$ cat config.mk
export PLATFORM = sky130hd
export DESIGN_NAME = hvia_top
export DESIGN_NICKNAME = d
export VERILOG_FILES = /design/src/logic/hvia_pkg.sv /design/src/logic/hvia_top.sv
export VERILOG_INCLUDE_DIRS = /design/src /design/src/logic
export SDC_FILE = /design/constraint.sdc
export NUM_CORES = 1
export LEC_CHECK = 0
export BUFFER_PORTS_ARGS = -buffer_cell sky130_fd_sc_hd__clkbuf_2
export CELL_PAD_IN_SITES_DETAIL_PLACEMENT = 0
export CELL_PAD_IN_SITES_GLOBAL_PLACEMENT = 1
export CORE_MARGIN = 1.5
export CORE_UTILIZATION = 38
export CTS_CLUSTER_DIAMETER = 200
export CTS_CLUSTER_SIZE = 25
export DETAILED_ROUTE_END_ITERATION = 16
export PLACE_DENSITY_LB_ADDON = 0.05
export REMOVE_ABC_BUFFERS = 1
export SYNTH_ARGS = -nofsm -noshare
export SYNTH_HDL_FRONTEND = slang
export SYNTH_SLANG_ARGS = --single-unit
export TNS_END_PERCENT = 100
$ cat constraint.sdc
create_clock -name clk -period 3.35 [get_ports clk]
set_input_delay 0.1675 -clock clk [delete_from_list [all_inputs] [get_ports clk]]
set_output_delay 0.1675 -clock clk [all_outputs]
set_load 0.01 [all_outputs]
$ cat src/logic/hvia_defs.svh
// Constants for the high voltage indirect register access block
//
// Operation
// - Codes 0x00-0x03 read indirect registers into data
// - Codes 0x08, 0x09 write data low byte
// - Two-wire serial link clocked at 2.56 MHz
// - Command and write data delivered within 10 us
// - Read value reaches data port within 10 us
// - Command bit 0 reads busy until done
// - Command bit 2 reports send outcome
// - Command bit 1 reports receive outcome
// - Outcome flags valid only while not busy
// - Command read returns status, bits 7:3 zero
// - Data port 12 bits, 11:8 read-only command
// - Exactly four indirect registers are reachable
// - Indirect configuration registers 8 bits, reset zero
`ifndef HVIA_DEFS_SVH
`define HVIA_DEFS_SVH
`define HVIA_CMD_ADDR 32'hFFFF0804
`define HVIA_DATA_ADDR 32'hFFFF080C
`define HVIA_IRQ_STAT_ADDR 32'hFFFF0810
`define HVIA_IRQ_MASK_ADDR 32'hFFFF0814
`define HVIA_RD_CFG0 8'h00
`define HVIA_RD_CFG1 8'h01
`define HVIA_RD_STAT 8'h02
`define HVIA_RD_MON 8'h03
`define HVIA_WR_CFG0 8'h08
`define HVIA_WR_CFG1 8'h09
`define HVIA_BUSY_BIT 0
`define HVIA_RX_OK_BIT 1
`define HVIA_TX_OK_BIT 2
`define HVIA_IRQ_DONE_BIT 0
`define HVIA_IRQ_FAIL_BIT 1
`define HVIA_DATA_RESET 12'h000
`define HVIA_CLK_KHZ 200000
`define HVIA_SCLK_KHZ 2560
`define HVIA_HALF_CYC (`HVIA_CLK_KHZ / (2 * `HVIA_SCLK_KHZ))
`define HVIA_LAT_US 10
`define HVIA_LAT_CYC (`HVIA_LAT_US * `HVIA_CLK_KHZ / 1000)
`endif

$ cat src/logic/hvia_pkg.sv
// Types for the high voltage indirect register access block
package hvia_pkg;
    // Link sequencer states
    typedef enum logic [4:0] {
        HVIA_IDLE = 5'b00001,
        HVIA_CMD = 5'b00010,
        HVIA_WDAT = 5'b00100,
        HVIA_ACK = 5'b01000,
        HVIA_RDAT = 5'b10000
    } hvia_state_t;

    // Whole state of the block
    typedef struct packed {
        hvia_state_t st;
        logic [5:0] div;
        logic sclk;
        logic [3:0] bitn;
        logic [8:0] shreg;
        logic oe;
        logic [7:0] cmd;
        logic [11:0] data;
        logic busy;
        logic tx_ok;
        logic rx_ok;
        logic sync1;
        logic sync2;
        logic [1:0] irq_stat;
        logic [1:0] irq_mask;
        logic [31:0] prdata;
        logic pslverr;
    } hvia_regs_t;
endpackage

$ cat src/logic/hvia_top.sv
// Command interpreter and serial link to the high voltage die
//
// Added by the designer: register access over APB.
`timescale 1ns/1ps
`include "hvia_defs.svh"

module hvia_top
(
    input wire logic clk,
    input wire logic srst,
    input wire logic psel,
    input wire logic penable,
    input wire logic pwrite,
    input wire logic [31:0] paddr,
    input wire logic [31:0] pwdata,
    output logic [31:0] prdata,
    output logic pready,
    output logic pslverr,
    output logic irq,
    output logic hv_sclk,
    output logic hv_sdata_o,
    output logic hv_sdata_oe,
    input wire logic hv_sdata_i
);
    localparam logic [5:0] HALF_M1 = 6'(`HVIA_HALF_CYC - 1);
    localparam logic [3:0] LAST8 = 4'h7;
    localparam logic [3:0] LAST9 = 4'h8;

    // Command class: 1 = read, 2 = write, 0 = undefined
    function automatic logic [1:0] cmd_kind(input logic [7:0] c);
        logic [1:0] k;
        k = 2'h0;
        case (c)
            `HVIA_RD_CFG0, `HVIA_RD_CFG1,
            `HVIA_RD_STAT, `HVIA_RD_MON: k = 2'h1;
            `HVIA_WR_CFG0, `HVIA_WR_CFG1: k = 2'h2;
            default: k = 2'h0;
        endcase
        return k;
    endfunction

    // Address decode, shared by read capture and write
    function automatic logic [1:0] addr_sel(input logic [31:0] a,
                                            output logic hit);
        logic [1:0] s;
        s = 2'h0;
        hit = 1'b1;
        case (a)
            `HVIA_CMD_ADDR: s = 2'h0;
            `HVIA_DATA_ADDR: s = 2'h1;
            `HVIA_IRQ_STAT_ADDR: s = 2'h2;
            `HVIA_IRQ_MASK_ADDR: s = 2'h3;
            default: hit = 1'b0;
        endcase
        return s;
    endfunction

    hvia_pkg::hvia_regs_t q;
    hvia_pkg::hvia_regs_t n;
    logic setup;
    logic access;
    logic hit;
    logic [1:0] sel;
    logic bit_end;
    logic ev_done;
    logic ev_fail;
    logic [1:0] kind;

    // Bus phases and decode
    assign setup = psel & ~penable;
    assign access = psel & penable;
    assign kind = cmd_kind(pwdata[7:0]);

    // Address decode; the hit flag comes back through an argument
    always_comb
    begin
        sel = addr_sel(paddr, hit);
    end

    // Next state
    always_comb
    begin
        n = q;
        ev_done = 1'b0;
        ev_fail = 1'b0;
        bit_end = 1'b0;
        // Synchroniser for the returned data line
        n.sync1 = hv_sdata_i;
        n.sync2 = q.sync1;

        // Serial clock divider, runs only during a frame
        if (q.st != hvia_pkg::HVIA_IDLE)
        begin
            if (q.div == HALF_M1)
            begin
                n.div = 6'h00;
                n.sclk = ~q.sclk;
                bit_end = q.sclk;
            end
            else
            begin
                n.div = q.div + 6'h01;
            end
        end

        // Bit sequencing at each falling serial clock edge
        if (bit_end)
        begin
            case (q.st)
                hvia_pkg::HVIA_CMD:
                begin
                    n.shreg = {q.shreg[7:0], 1'b0};
                    n.bitn = q.bitn + 4'h1;
                    if (q.bitn == LAST8)
                    begin
                        n.bitn = 4'h0;
                        if (q.cmd[3])
                        begin
                            // Write data byte plus even parity
                            n.st = hvia_pkg::HVIA_WDAT;
                            n.shreg = {q.data[7:0], ^q.data[7:0]};
                        end
                        else
                        begin
                            // Release the line to the far end
                            n.st = hvia_pkg::HVIA_RDAT;
                            n.oe = 1'b0;
                        end
                    end
                end
                hvia_pkg::HVIA_WDAT:
                begin
                    n.shreg = {q.shreg[7:0], 1'b0};
                    n.bitn = q.bitn + 4'h1;
                    if (q.bitn == LAST9)
                    begin
                        n.bitn = 4'h0;
                        n.st = hvia_pkg::HVIA_ACK;
                        n.oe = 1'b0;
                    end
                end
                hvia_pkg::HVIA_ACK:
                begin
                    // Far end acknowledges a write with a high bit
                    n.st = hvia_pkg::HVIA_IDLE;
                    n.busy = 1'b0;
                    n.sclk = 1'b0;
                    n.tx_ok = q.sync2;
                    n.rx_ok = q.sync2;
                    ev_done = 1'b1;
                    ev_fail = ~q.sync2;
                end
                hvia_pkg::HVIA_RDAT:
                begin
                    n.shreg = {q.shreg[7:0], q.sync2};
                    n.bitn = q.bitn + 4'h1;
                    if (q.bitn == LAST9)
                    begin
                        n.bitn = 4'h0;
                        n.st = hvia_pkg::HVIA_IDLE;
                        n.busy = 1'b0;
                        n.sclk = 1'b0;
                        n.tx_ok = 1'b1;
                        // Parity check decides the receive outcome
                        n.rx_ok = ~^{q.shreg[7:0], q.sync2};
                        ev_done = 1'b1;
                        ev_fail = ^{q.shreg[7:0], q.sync2};
                        // Read value plus the command that fetched it
                        n.data = {q.cmd[3:0], q.shreg[7:0]};
                    end
                end
                default:
                begin
                    n.st = hvia_pkg::HVIA_IDLE;
                end
            endcase
        end

        // Read data and error captured in the setup cycle
        if (setup)
        begin
            n.pslverr = ~hit;
            n.prdata = 32'h0000_0000;
            if (hit)
            begin
                case (sel)
                    2'h0: n.prdata = {29'h0, q.tx_ok, q.rx_ok,
                                      q.busy};
                    2'h1: n.prdata = {20'h0_0000, q.data};
                    2'h2: n.prdata = {30'h0, q.irq_stat};
                    default: n.prdata = {30'h0, q.irq_mask};
                endcase
            end
        end

        // Register writes in the access cycle
        if (access && pwrite && hit)
        begin
            case (sel)
                2'h0:
                begin
                    // Commands while busy are dropped
                    if (!q.busy && kind != 2'h0)
                    begin
                        n.cmd = pwdata[7:0];
                        n.st = hvia_pkg::HVIA_CMD;
                        n.busy = 1'b1;
                        n.oe = 1'b1;
                        n.div = 6'h00;
                        n.sclk = 1'b0;
                        n.bitn = 4'h0;
                        n.shreg = {pwdata[7:0], 1'b0};
                        if (kind == 2'h2)
                        begin
                            n.data[11:8] = pwdata[3:0];
                        end
                    end
                end
                2'h1:
                begin
                    // Data stays stable while a frame uses it
                    if (!q.busy)
                    begin
                        n.data[7:0] = pwdata[7:0];
                    end
                end
                2'h3: n.irq_mask = pwdata[1:0];
                default: n.irq_stat = q.irq_stat;
            endcase
        end

        // Sticky events, read clears, a new event wins
        if (access && !pwrite && hit && sel == 2'h2)
        begin
            n.irq_stat = 2'h0;
        end
        n.irq_stat[`HVIA_IRQ_DONE_BIT] = n.irq_stat[`HVIA_IRQ_DONE_BIT]
                                         | ev_done;
        n.irq_stat[`HVIA_IRQ_FAIL_BIT] = n.irq_stat[`HVIA_IRQ_FAIL_BIT]
                                         | ev_fail;
    end

    // State register
    always_ff @(posedge clk)
    begin
        if (srst)
        begin
            q.st <= hvia_pkg::HVIA_IDLE;
            q.div <= 6'h00;
            q.sclk <= 1'b0;
            q.bitn <= 4'h0;
            q.shreg <= 9'h000;
            q.oe <= 1'b0;
            q.cmd <= 8'h00;
            q.data <= `HVIA_DATA_RESET;
            q.busy <= 1'b0;
            q.tx_ok <= 1'b0;
            q.rx_ok <= 1'b0;
            q.sync1 <= 1'b0;
            q.sync2 <= 1'b0;
            q.irq_stat <= 2'h0;
            q.irq_mask <= 2'h0;
            q.prdata <= 32'h0000_0000;
            q.pslverr <= 1'b0;
        end
        else
        begin
            q <= n;
        end
    end

    // Outputs
    assign prdata = q.prdata;
    assign pslverr = access & q.pslverr;
    assign pready = access;
    assign irq = |(q.irq_stat & q.irq_mask);
    assign hv_sclk = q.sclk;
    assign hv_sdata_o = q.shreg[8];
    assign hv_sdata_oe = q.oe;
endmodule

==> results.py, run 1 <==
metrics = {
    "layout": {
        "antenna_cells": 0,
        "synthToLayoutAreaGrowth_pct": 11.6,
        "layout.nets": 538,
        "drive_gt1_frac": 0.207,
        "n_fill_cell": 958,
        "final_core_util": 0.433,
    },
    "global_route": {
        "grt.total_usage": 0.188,
        "grt_pass1_wl_microns": 14900,
        "grt.overflow.total": 0,
        "grt_max_degree": 44,
        "antenna_found_initial": 0,
        "grt_pass1_vias": 2919,
    },
    "route": {
        "dr.pass1.iters": 4,
        "num_vias": 3121,
        "drc": 0,
        "drt-total-wl_microns": 9140,
        "ant_nets": 0,
        "drt_iter0_markers": 221,
        "drt-wirelength-per-cell_microns": 15.8,
        "vias_per_cell": 5.39,
    },
    "timing": {
        "setup_viol": 0,
        "clock.fmax_ghz": 0.378,
        "fin_setup_tns_ps": 0,
        "finalCriticalPeriod_ps": 2650,
        "max-slew-margin-rel": 0.558,
        "skew_ps": 5.88,
        "rsz0062_at_grt": "no",
        "finalHoldViolations": 0,
        "finalMaxSlewViolations": 0,
        "worst_pin_slew_ps": 657,
        "finalCritPeriodShare": 0.791,
        "hold_slack_ps": 40.6,
        "setup_ws_ps": 701,
    },
    "setup_path": {
        "path_class": "reg -> reg",
        "critPathCaptureType": "register",
        "cp-start-kind": "register",
        "cp_max_fo": 11,
        "required_ps": 3560,
        "arrival_ps": 2860,
    },
    "pwr": {
        "p_per_area_nw_per_um2": 381,
        "p_leak_uw": 0.00154,
        "ir_drop_mv": 0.146,
    },
    "yosys": {
        "synth-seq-cells": 64,
        "synth_ff_type": "dfxtp_1",
        "synth-async-reset-ratio": 0,
        "synth_cell_types": 57,
        "ys_warn_count": 0,
        "yosysSeqAreaShare": 0.359,
        "synthCells": 422,
        "synth_area_sq_um": 3570,
        "postSynthAreaPerCell_sq_um": 8.46,
        "synth_enable_flop_cells": 0,
    },
    "floorplanning": {
        "start_util": 0.388,
        "coreArea_sq_um": 9200,
        "fp-row-count": 35,
        "design.die.area_sq_um": 9990,
        "die_height_microns": 99.9,
        "die_x_microns": 99.9,
        "io_pins": 108,
    },
    "clocking": {
        "post_cts_buffers": 0,
        "cts_tree": "done",
        "clk_path_buf_depth": 2,
        "clock-sinks": 64,
        "htreeDepth": 3,
        "postCtsHoldBufs": 0,
        "clkLatencyLatePin_ps": 340,
        "numCtsBuffers": 9,
        "cts_resized": 0,
        "clk_pin_slew_ps": 70,
        "root_buffer": "clkbuf_8",
    },
    "hold_path": {
        "hold_class": "in -> reg",
    },
    "job": {
        "drv_cap": 0,
    },
    "placement": {
        "pre_cts_slack_ps": 622,
        "place_congestion": 0.804,
        "port_buffers": 63,
        "dp_hpwl_microns": 6450,
    },
    "outcome": {
        "status": "complete, no violations",
    },
}
-- cell usage after synthesis (2+ instances only) --
| master | n | area, sq um |
|---|---|---|
| mux2i_1 | 14 | 140 |
| o21ai_0 | 12 | 60.1 |
| a31oi_1 | 4 | 25.0 |
| a22oi_1 | 16 | 120 |
| or4_1 | 7 | 52.6 |
| a222oi_1 | 2 | 20.0 |
| or4_4 | 2 | 22.5 |
| buf_1 | 2 | 7.51 |
| buf_4 | 32 | 240 |
| nor2b_1 | 5 | 31.3 |
| nand2_1 | 32 | 120 |
| a21oi_1 | 27 | 135 |
| a311oi_1 | 3 | 26.3 |
| dfxtp_1 | 64 | 1280 |
| or3_1 | 2 | 12.5 |
| a311oi_2 | 8 | 120 |
| nor3_1 | 16 | 80.1 |
| a41oi_1 | 2 | 17.5 |
| nand2b_1 | 4 | 25.0 |
| xnor2_1 | 13 | 114 |
| buf_2 | 3 | 15.0 |
| nand4b_1 | 6 | 52.6 |
| nor2_1 | 45 | 169 |
| o221ai_1 | 2 | 17.5 |
| a31o_2 | 2 | 17.5 |
| and3_1 | 4 | 25.0 |
| clkbuf_1 | 19 | 71.3 |
| nor3b_1 | 4 | 30.0 |
| nand3_1 | 8 | 40.0 |
| inv_1 | 11 | 41.3 |
| nor4b_1 | 2 | 17.5 |
| a211oi_1 | 7 | 52.6 |
| nand3b_1 | 3 | 22.5 |
| a21o_1 | 3 | 22.5 |
| ha_1 | 5 | 62.6 |
| nand4_1 | 6 | 37.5 |
| xor2_1 | 4 | 35.0 |
| nor4_1 | 2 | 12.5 |
-- cell type report --
cell class              instances  area (sq um)  share of cell area
clock inverters                 5          56.3              0.0141
clock buffers                  11           141              0.0355
flip-flops and latches         64          1280               0.321
repair buffers                 69           373              0.0935
well taps                     111           139              0.0348
inverters                      11          41.3              0.0104
multi-input cells             308          1950               0.490
-- layout by cell type, fill, tap and decap left out, drive strengths merged, types with 7 or more instances in the layout --
master	n
a21oi	27
or4	9
conb	20
clkbuf	74
a311oi	11
nor2	45
nor3	16
o21ai	12
xnor2	13
nand3	8
a211oi	7
inv	11
dfxtp	64
mux2i	14
nand2	32
a22oi	16
-- per-layer routing --
metal | vias to the layer above | part of all wire | track usage
li1 | 1557 | - | -
met1 | 1470 | 0.48 | 0.254
met2 | 88 | 0.46 | 0.297
met3 | 6 | 0.047 | 0.0390
met4 | 0 | 0.0088 | 0.0683
met5 | - | 0 | 0
-- logic make-up after synthesis --
group           after synthesis  share of synthesized area
compound gates               96                      0.197
xor+xnor                     17                     0.0417
fa+ha+maj                     5                     0.0175
buf+inv                      69                      0.114
flops                        64                      0.359
mux                          14                     0.0392
other cells                   1                    0.00105
simple gates                156                      0.231
-- metrics by stage --
step	power (uW)	cell area, sq um	instances
2_1_floorplan	811	3280	383
3_3_place_gp	867	3790	563
3_5_place_dp	867	3790	563
4_1_cts	1540	3990	579
5_1_grt	1590	3990	579
6_report	1520	3990	579
-- final timing paths --
path | from | endpoint | slack, ps | cells past startpoint
setup reg to reg | q[77] | q[64] | 700 | 10
setup / recovery | q[77] | q[64] | 700 | 10
hold reg to reg | q[56] | q[56] | 430 | 2
hold / removal | hv_sdata_i | n[37] | 40 | 2
-- worst max-delay path: stages (launching register included) --
cell	delay, ps
dfxtp_1	340
inv_1	60
ha_1	140
nand4b_1	120
nor2_1	310
ha_1	300
inv_1	120
nor3_1	230
nand2_1	320
a2111oi_0	490
nor3_1	90
-- sequential cells by signal (all words and copies together) (netlist names) --
name and cells:
prdata 12, n 1, hv_sclk 1, q 48, hv_sdata_oe 1, hv_sdata_o 1
-- power by group --
part	internal, uW	switching (uW)	total (uW)
Sequential	762	1.09	763
Combinational	31.5	54.2	85.8
Clock	363	306	669
(Power assumes the default switching activity.)
==> run 2: changes to the inputs <==
==> constraint.sdc (replaced) <==
create_clock -name clk -period 2.5 [get_ports clk]
set_input_delay 0.125 -clock clk [delete_from_list [all_inputs] [get_ports clk]]
set_output_delay 0.125 -clock clk [all_outputs]
set_load 0.01 [all_outputs]
==> run 2 against run 1 <==
Against the previous run: cell area up 5.3%; flip-flop and latch count unchanged; worst setup slack worse by 460 ps; wire length is 0.26% lower; via count increased by 3.1%; largest power group is now clock; combinational power grew 39%; sequential power is 34% higher; clock-buffer cell count shrank 2; clock power is 69% higher; total power is 50% higher.
==> results.py, run 2 (synthesis gave the netlist of run 1 again) <==
metrics = {
    "pwr": {
        "power_uw": 2270,
        "p_leak_uw": 0.00167,
        "p_per_area_nw_per_um2": 541,
        "ir_drop_mv": 0.252,
    },
    "layout": {
        "top_register": "q",
        "reg_top3": "q x48, prdata x12",
        "antenna_cells": 0,
        "layout.cells.non_filler": 600,
        "drive_gt1_frac": 0.241,
        "layout_commonest_cell": "dfxtp_1",
        "layout.nets": 559,
        "synthToLayoutAreaGrowth_pct": 17.6,
        "layout_common_cells": "dfxtp_1, clkbuf_2, nor2_1",
        "largest_reg_flops": 48,
        "final_area_sq_um": 4200,
    },
    "timing": {
        "skew_ps": 9.79,
        "finalCriticalPeriod_ps": 2260,
        "finalMaxSlewViolations": 0,
        "setup_viol": 0,
        "worst_pin_slew_ps": 649,
        "finalHoldViolations": 0,
        "finalCritPeriodShare": 0.905,
        "clock.fmax_ghz": 0.442,
        "fin_setup_tns_ps": 0,
        "rsz0062_at_grt": "no",
        "hold_slack_ps": 95.2,
        "max-slew-margin-rel": 0.563,
    },
    "clocking": {
        "clk_pin_slew_ps": 90,
        "cts_tree": "done",
        "numCtsBuffers": 9,
        "clkLatencyLatePin_ps": 350,
        "root_buffer": "clkbuf_8",
        "post_cts_buffers": 0,
        "htreeDepth": 3,
        "clk_path_buf_depth": 2,
        "clock-sinks": 64,
    },
    "floorplanning": {
        "die_height_microns": 99.9,
        "die_x_microns": 99.9,
        "io_pins": 108,
        "start_util": 0.388,
        "coreArea_sq_um": 9200,
        "fp-row-count": 35,
        "design.die.area_sq_um": 9990,
    },
    "route": {
        "ant_nets": 0,
        "drt_iter0_markers": 172,
        "vias_per_cell": 5.36,
        "drt-wirelength-per-cell_microns": 15.2,
        "drt-total-wl_microns": 9120,
        "drc": 0,
        "dr.pass1.iters": 4,
        "num_vias": 3218,
    },
    "setup_path": {
        "rr_endpoint": "q[67]",
        "path_class": "reg -> reg",
        "required_ps": 2710,
        "reg2reg_slack_ps": 240,
        "cp_max_fo": 5,
        "timing.rr.start": "q[77]",
        "crit_start": "q[77]",
        "critPathCaptureType": "register",
        "crit_end": "q[67]",
        "arrival_ps": 2480,
        "reg2reg_depth": 10,
        "cp-start-kind": "register",
    },
    "global_route": {
        "grt.overflow.total": 0,
        "grt.total_usage": 0.190,
        "grt_pass1_wl_microns": 15000,
        "grt_max_degree": 30,
        "antenna_found_initial": 0,
        "grt_pass1_vias": 2978,
    },
    "placement": {
        "dp_cells": 583,
        "dp_hpwl_microns": 6750,
        "port_buffers": 63,
        "place_congestion": 0.796,
        "place_area_sq_um": 3940,
    },
    "hold_path": {
        "holdPathStages": 3,
        "hold_class": "in -> reg",
    },
    "job": {
        "drv_cap": 0,
    },
    "outcome": {
        "status": "complete, no violations",
    },
}
[run 2: cell type report]
type	instances	area, sq um
repair buffers	90	533
multi-input cells	308	1960
inverters	11	41.3
clock inverters	7	125
clock buffers	9	124
flip-flops and latches	64	1280
fillers	957	5000
well taps	111	139
[run 2: stage by stage]
stage	worst slack, ps	utilization
3_3_place_gp	16.7	0.428
3_5_place_dp	-12.7	0.428
6_report	237	0.457
5_1_grt	32.9	0.457
4_1_cts	261	0.456
2_1_floorplan	26.5	-
[run 2: worst min-delay path by stage]
stage,start,to,slack (ps)
after CTS,pwdata[7],q[49],80
after detailed placement,hv_sdata_i,n[37],360
after floorplan,srst,q[42],190
final,pwdata[7],q[49],100
after global placement,hv_sdata_i,n[37],350
after global routing,pwdata[7],q[49],70
[run 2: worst max-delay path: stages, from the launching register on]
cell      delay, ps
dfxtp_1         350
inv_1            70
ha_1            140
nand4b_1        130
nor2_1          180
ha_1            210
inv_1           100
nor3_1          230
nand2_1         220
a222oi_1        390
a211oi_1        120
[run 2: report_power, final]
group,internal (uW),switching [uW]
combinational,44.7,74.4
sequential,1020,1.34
clock,675,457
total,1740,533
[run 2: what timing repair did]
item / CTS / global route
endpoints found under the hold margin: 1 / 0
gates resized for setup: 0 / 1
setup endpoints to repair: 0 / 1
hold buffers: 1 / 0
[run 2: routing by layer]
layer | GRT usage | vias up | share of wire
li1 | - | 1607 | -
met4 | 0.0423 | 0 | 0.0093
met5 | 0 | - | 0
met1 | 0.250 | 1519 | 0.49
met2 | 0.318 | 85 | 0.45
met3 | 0.0446 | 7 | 0.045
==> run 3: changes to the inputs <==
==> constraint.sdc (replaced) <==
create_clock -name clk -period 2.6 [get_ports clk]
set_input_delay 0.13 -clock clk [delete_from_list [all_inputs] [get_ports clk]]
set_output_delay 0.13 -clock clk [all_outputs]
set_load 0.01 [all_outputs]
==> run 3 against run 2 <==
Against the previous run: clock-buffer cell count rose by 1; final cell count fell by 1.3%; clock skew barely moved; cell area fell by 2.9%; largest power group is now sequential cells.
==> results.py, run 3 (synthesis gave the netlist of run 1 again) <==
metrics = {
    "outcome": {
        "status": "complete, no violations",
    },
    "route": {
        "vias_per_cell": 5.36,
        "num_vias": 3173,
        "drt-wirelength-per-cell_microns": 15.3,
        "drc": 0,
        "dr.pass1.iters": 4,
        "ant_nets": 0,
        "drt_iter0_markers": 187,
        "drt-total-wl_microns": 9060,
    },
    "layout": {
        "layout.cells.non_filler": 592,
        "layout.nets": 551,
        "reg_top3": "q x48, prdata x12",
        "synthToLayoutAreaGrowth_pct": 14.2,
        "drive_gt1_frac": 0.227,
        "layout_commonest_cell": "dfxtp_1",
        "largest_reg_flops": 48,
        "antenna_cells": 0,
        "top_register": "q",
        "final_area_sq_um": 4080,
        "layout_common_cells": "dfxtp_1, clkbuf_2, nor2_1",
    },
    "timing": {
        "skew_ps": 9.41,
        "finalMaxSlewViolations": 0,
        "worst_pin_slew_ps": 625,
        "max-slew-margin-rel": 0.583,
        "clock.fmax_ghz": 0.432,
        "fin_setup_tns_ps": 0,
        "finalCriticalPeriod_ps": 2310,
        "rsz0062_at_grt": "no",
        "finalCritPeriodShare": 0.889,
        "finalHoldViolations": 0,
        "setup_viol": 0,
    },
    "global_route": {
        "grt_pass1_vias": 2865,
        "antenna_found_initial": 0,
        "grt_pass1_wl_microns": 14800,
        "grt.overflow.total": 0,
        "grt.total_usage": 0.188,
        "grt_max_degree": 31,
    },
    "setup_path": {
        "path_class": "reg -> reg",
        "arrival_ps": 2530,
        "critPathCaptureType": "register",
        "required_ps": 2810,
        "cp_max_fo": 5,
        "cp-start-kind": "register",
    },
    "clocking": {
        "clkLatencyLatePin_ps": 350,
        "clk_pin_slew_ps": 80,
        "root_buffer": "clkbuf_8",
        "cts_tree": "done",
        "numCtsBuffers": 9,
        "clk_path_buf_depth": 2,
        "htreeDepth": 3,
        "clock-sinks": 64,
    },
    "pwr": {
        "p_per_area_nw_per_um2": 474,
        "p_leak_uw": 0.00160,
        "ir_drop_mv": 0.234,
    },
    "floorplanning": {
        "fp-row-count": 35,
        "design.die.area_sq_um": 9990,
        "start_util": 0.388,
        "coreArea_sq_um": 9200,
        "io_pins": 108,
        "die_x_microns": 99.9,
        "die_height_microns": 99.9,
    },
    "placement": {
        "port_buffers": 63,
        "dp_cells": 575,
        "dp_hpwl_microns": 6700,
        "place_area_sq_um": 3880,
        "place_congestion": 0.769,
    },
    "job": {
        "drv_cap": 0,
    },
    "hold_path": {
        "hold_class": "in -> reg",
    },
}
-- run 3: cell types whose count changed in the layout (fill, tap and decap cells not counted) --
cell	before	now
bufinv_16	3	1
a2111oi_1	1	0
buf_4	25	17
clkinv_2	0	3
a2111oi_0	0	1
clkinvlp_4	0	2
clkbuf_1	0	1
clkinv_4	1	0
inv_6	3	0
-- run 3: through the flow --
step                setup WS [ps]  power (uW)  hold slack (ps)  utilization
detailed placement           58.1        1120              349        0.422
CTS                           283        1960             91.1        0.443
floorplan                     127        1040              198            -
global placement             88.7        1120              348        0.422
finish                        288        1930              104        0.443
global route                 58.6        2020              114        0.443
-- run 3: layout make-up --
type / count / area (sq um)
flip-flops and latches: 64 / 1280
clock inverters: 6 / 60.1
clock buffers: 10 / 128
inverters: 11 / 41.3
multi-input cells: 308 / 1950
repair buffers: 82 / 473
fillers: 941 / 5120
well taps: 111 / 139
-- run 3: what timing repair did --
action	in CTS	in global routing
hold buffers	1	0
resized for setup	0	0
hold endpoints to repair	1	0
buffers inserted	0	0
endpoints found under the setup margin	0	0
-- run 3: final timing paths --
path,end,cells after the start,from,slack [ps]
worst min-delay path,q[47],3,pwdata[5],100
worst min register to register,q[56],2,q[56],430
worst max-delay path,q[67],10,q[77],290
worst max register to register,q[67],10,q[77],290
-- run 3: worst max-delay path, cell delays in order (launching register included) --
cell and delay, ps:
dfxtp_1 350, inv_1 70, ha_1 140, nand4b_1 120, nor2_1 190, ha_1 210
inv_1 110, nor3_1 250, nand2_1 210, a222oi_1 410, a211oi_1 120
-- run 3: layer usage --
layer,track usage,wire length (microns)
met1,0.263,4500
met3,0.0411,493
met4,0.0553,108
met5,0,0
met2,0.289,3960
-- run 3: where the power goes --
group          internal, uW  leakage, uW  switching [uW]  total [uW]
logic                  42.6     0.000991            70.8         113
clock network           438    0.0000920             398         836
registers               982     0.000516            1.32         983
total                  1460      0.00160             471        1930
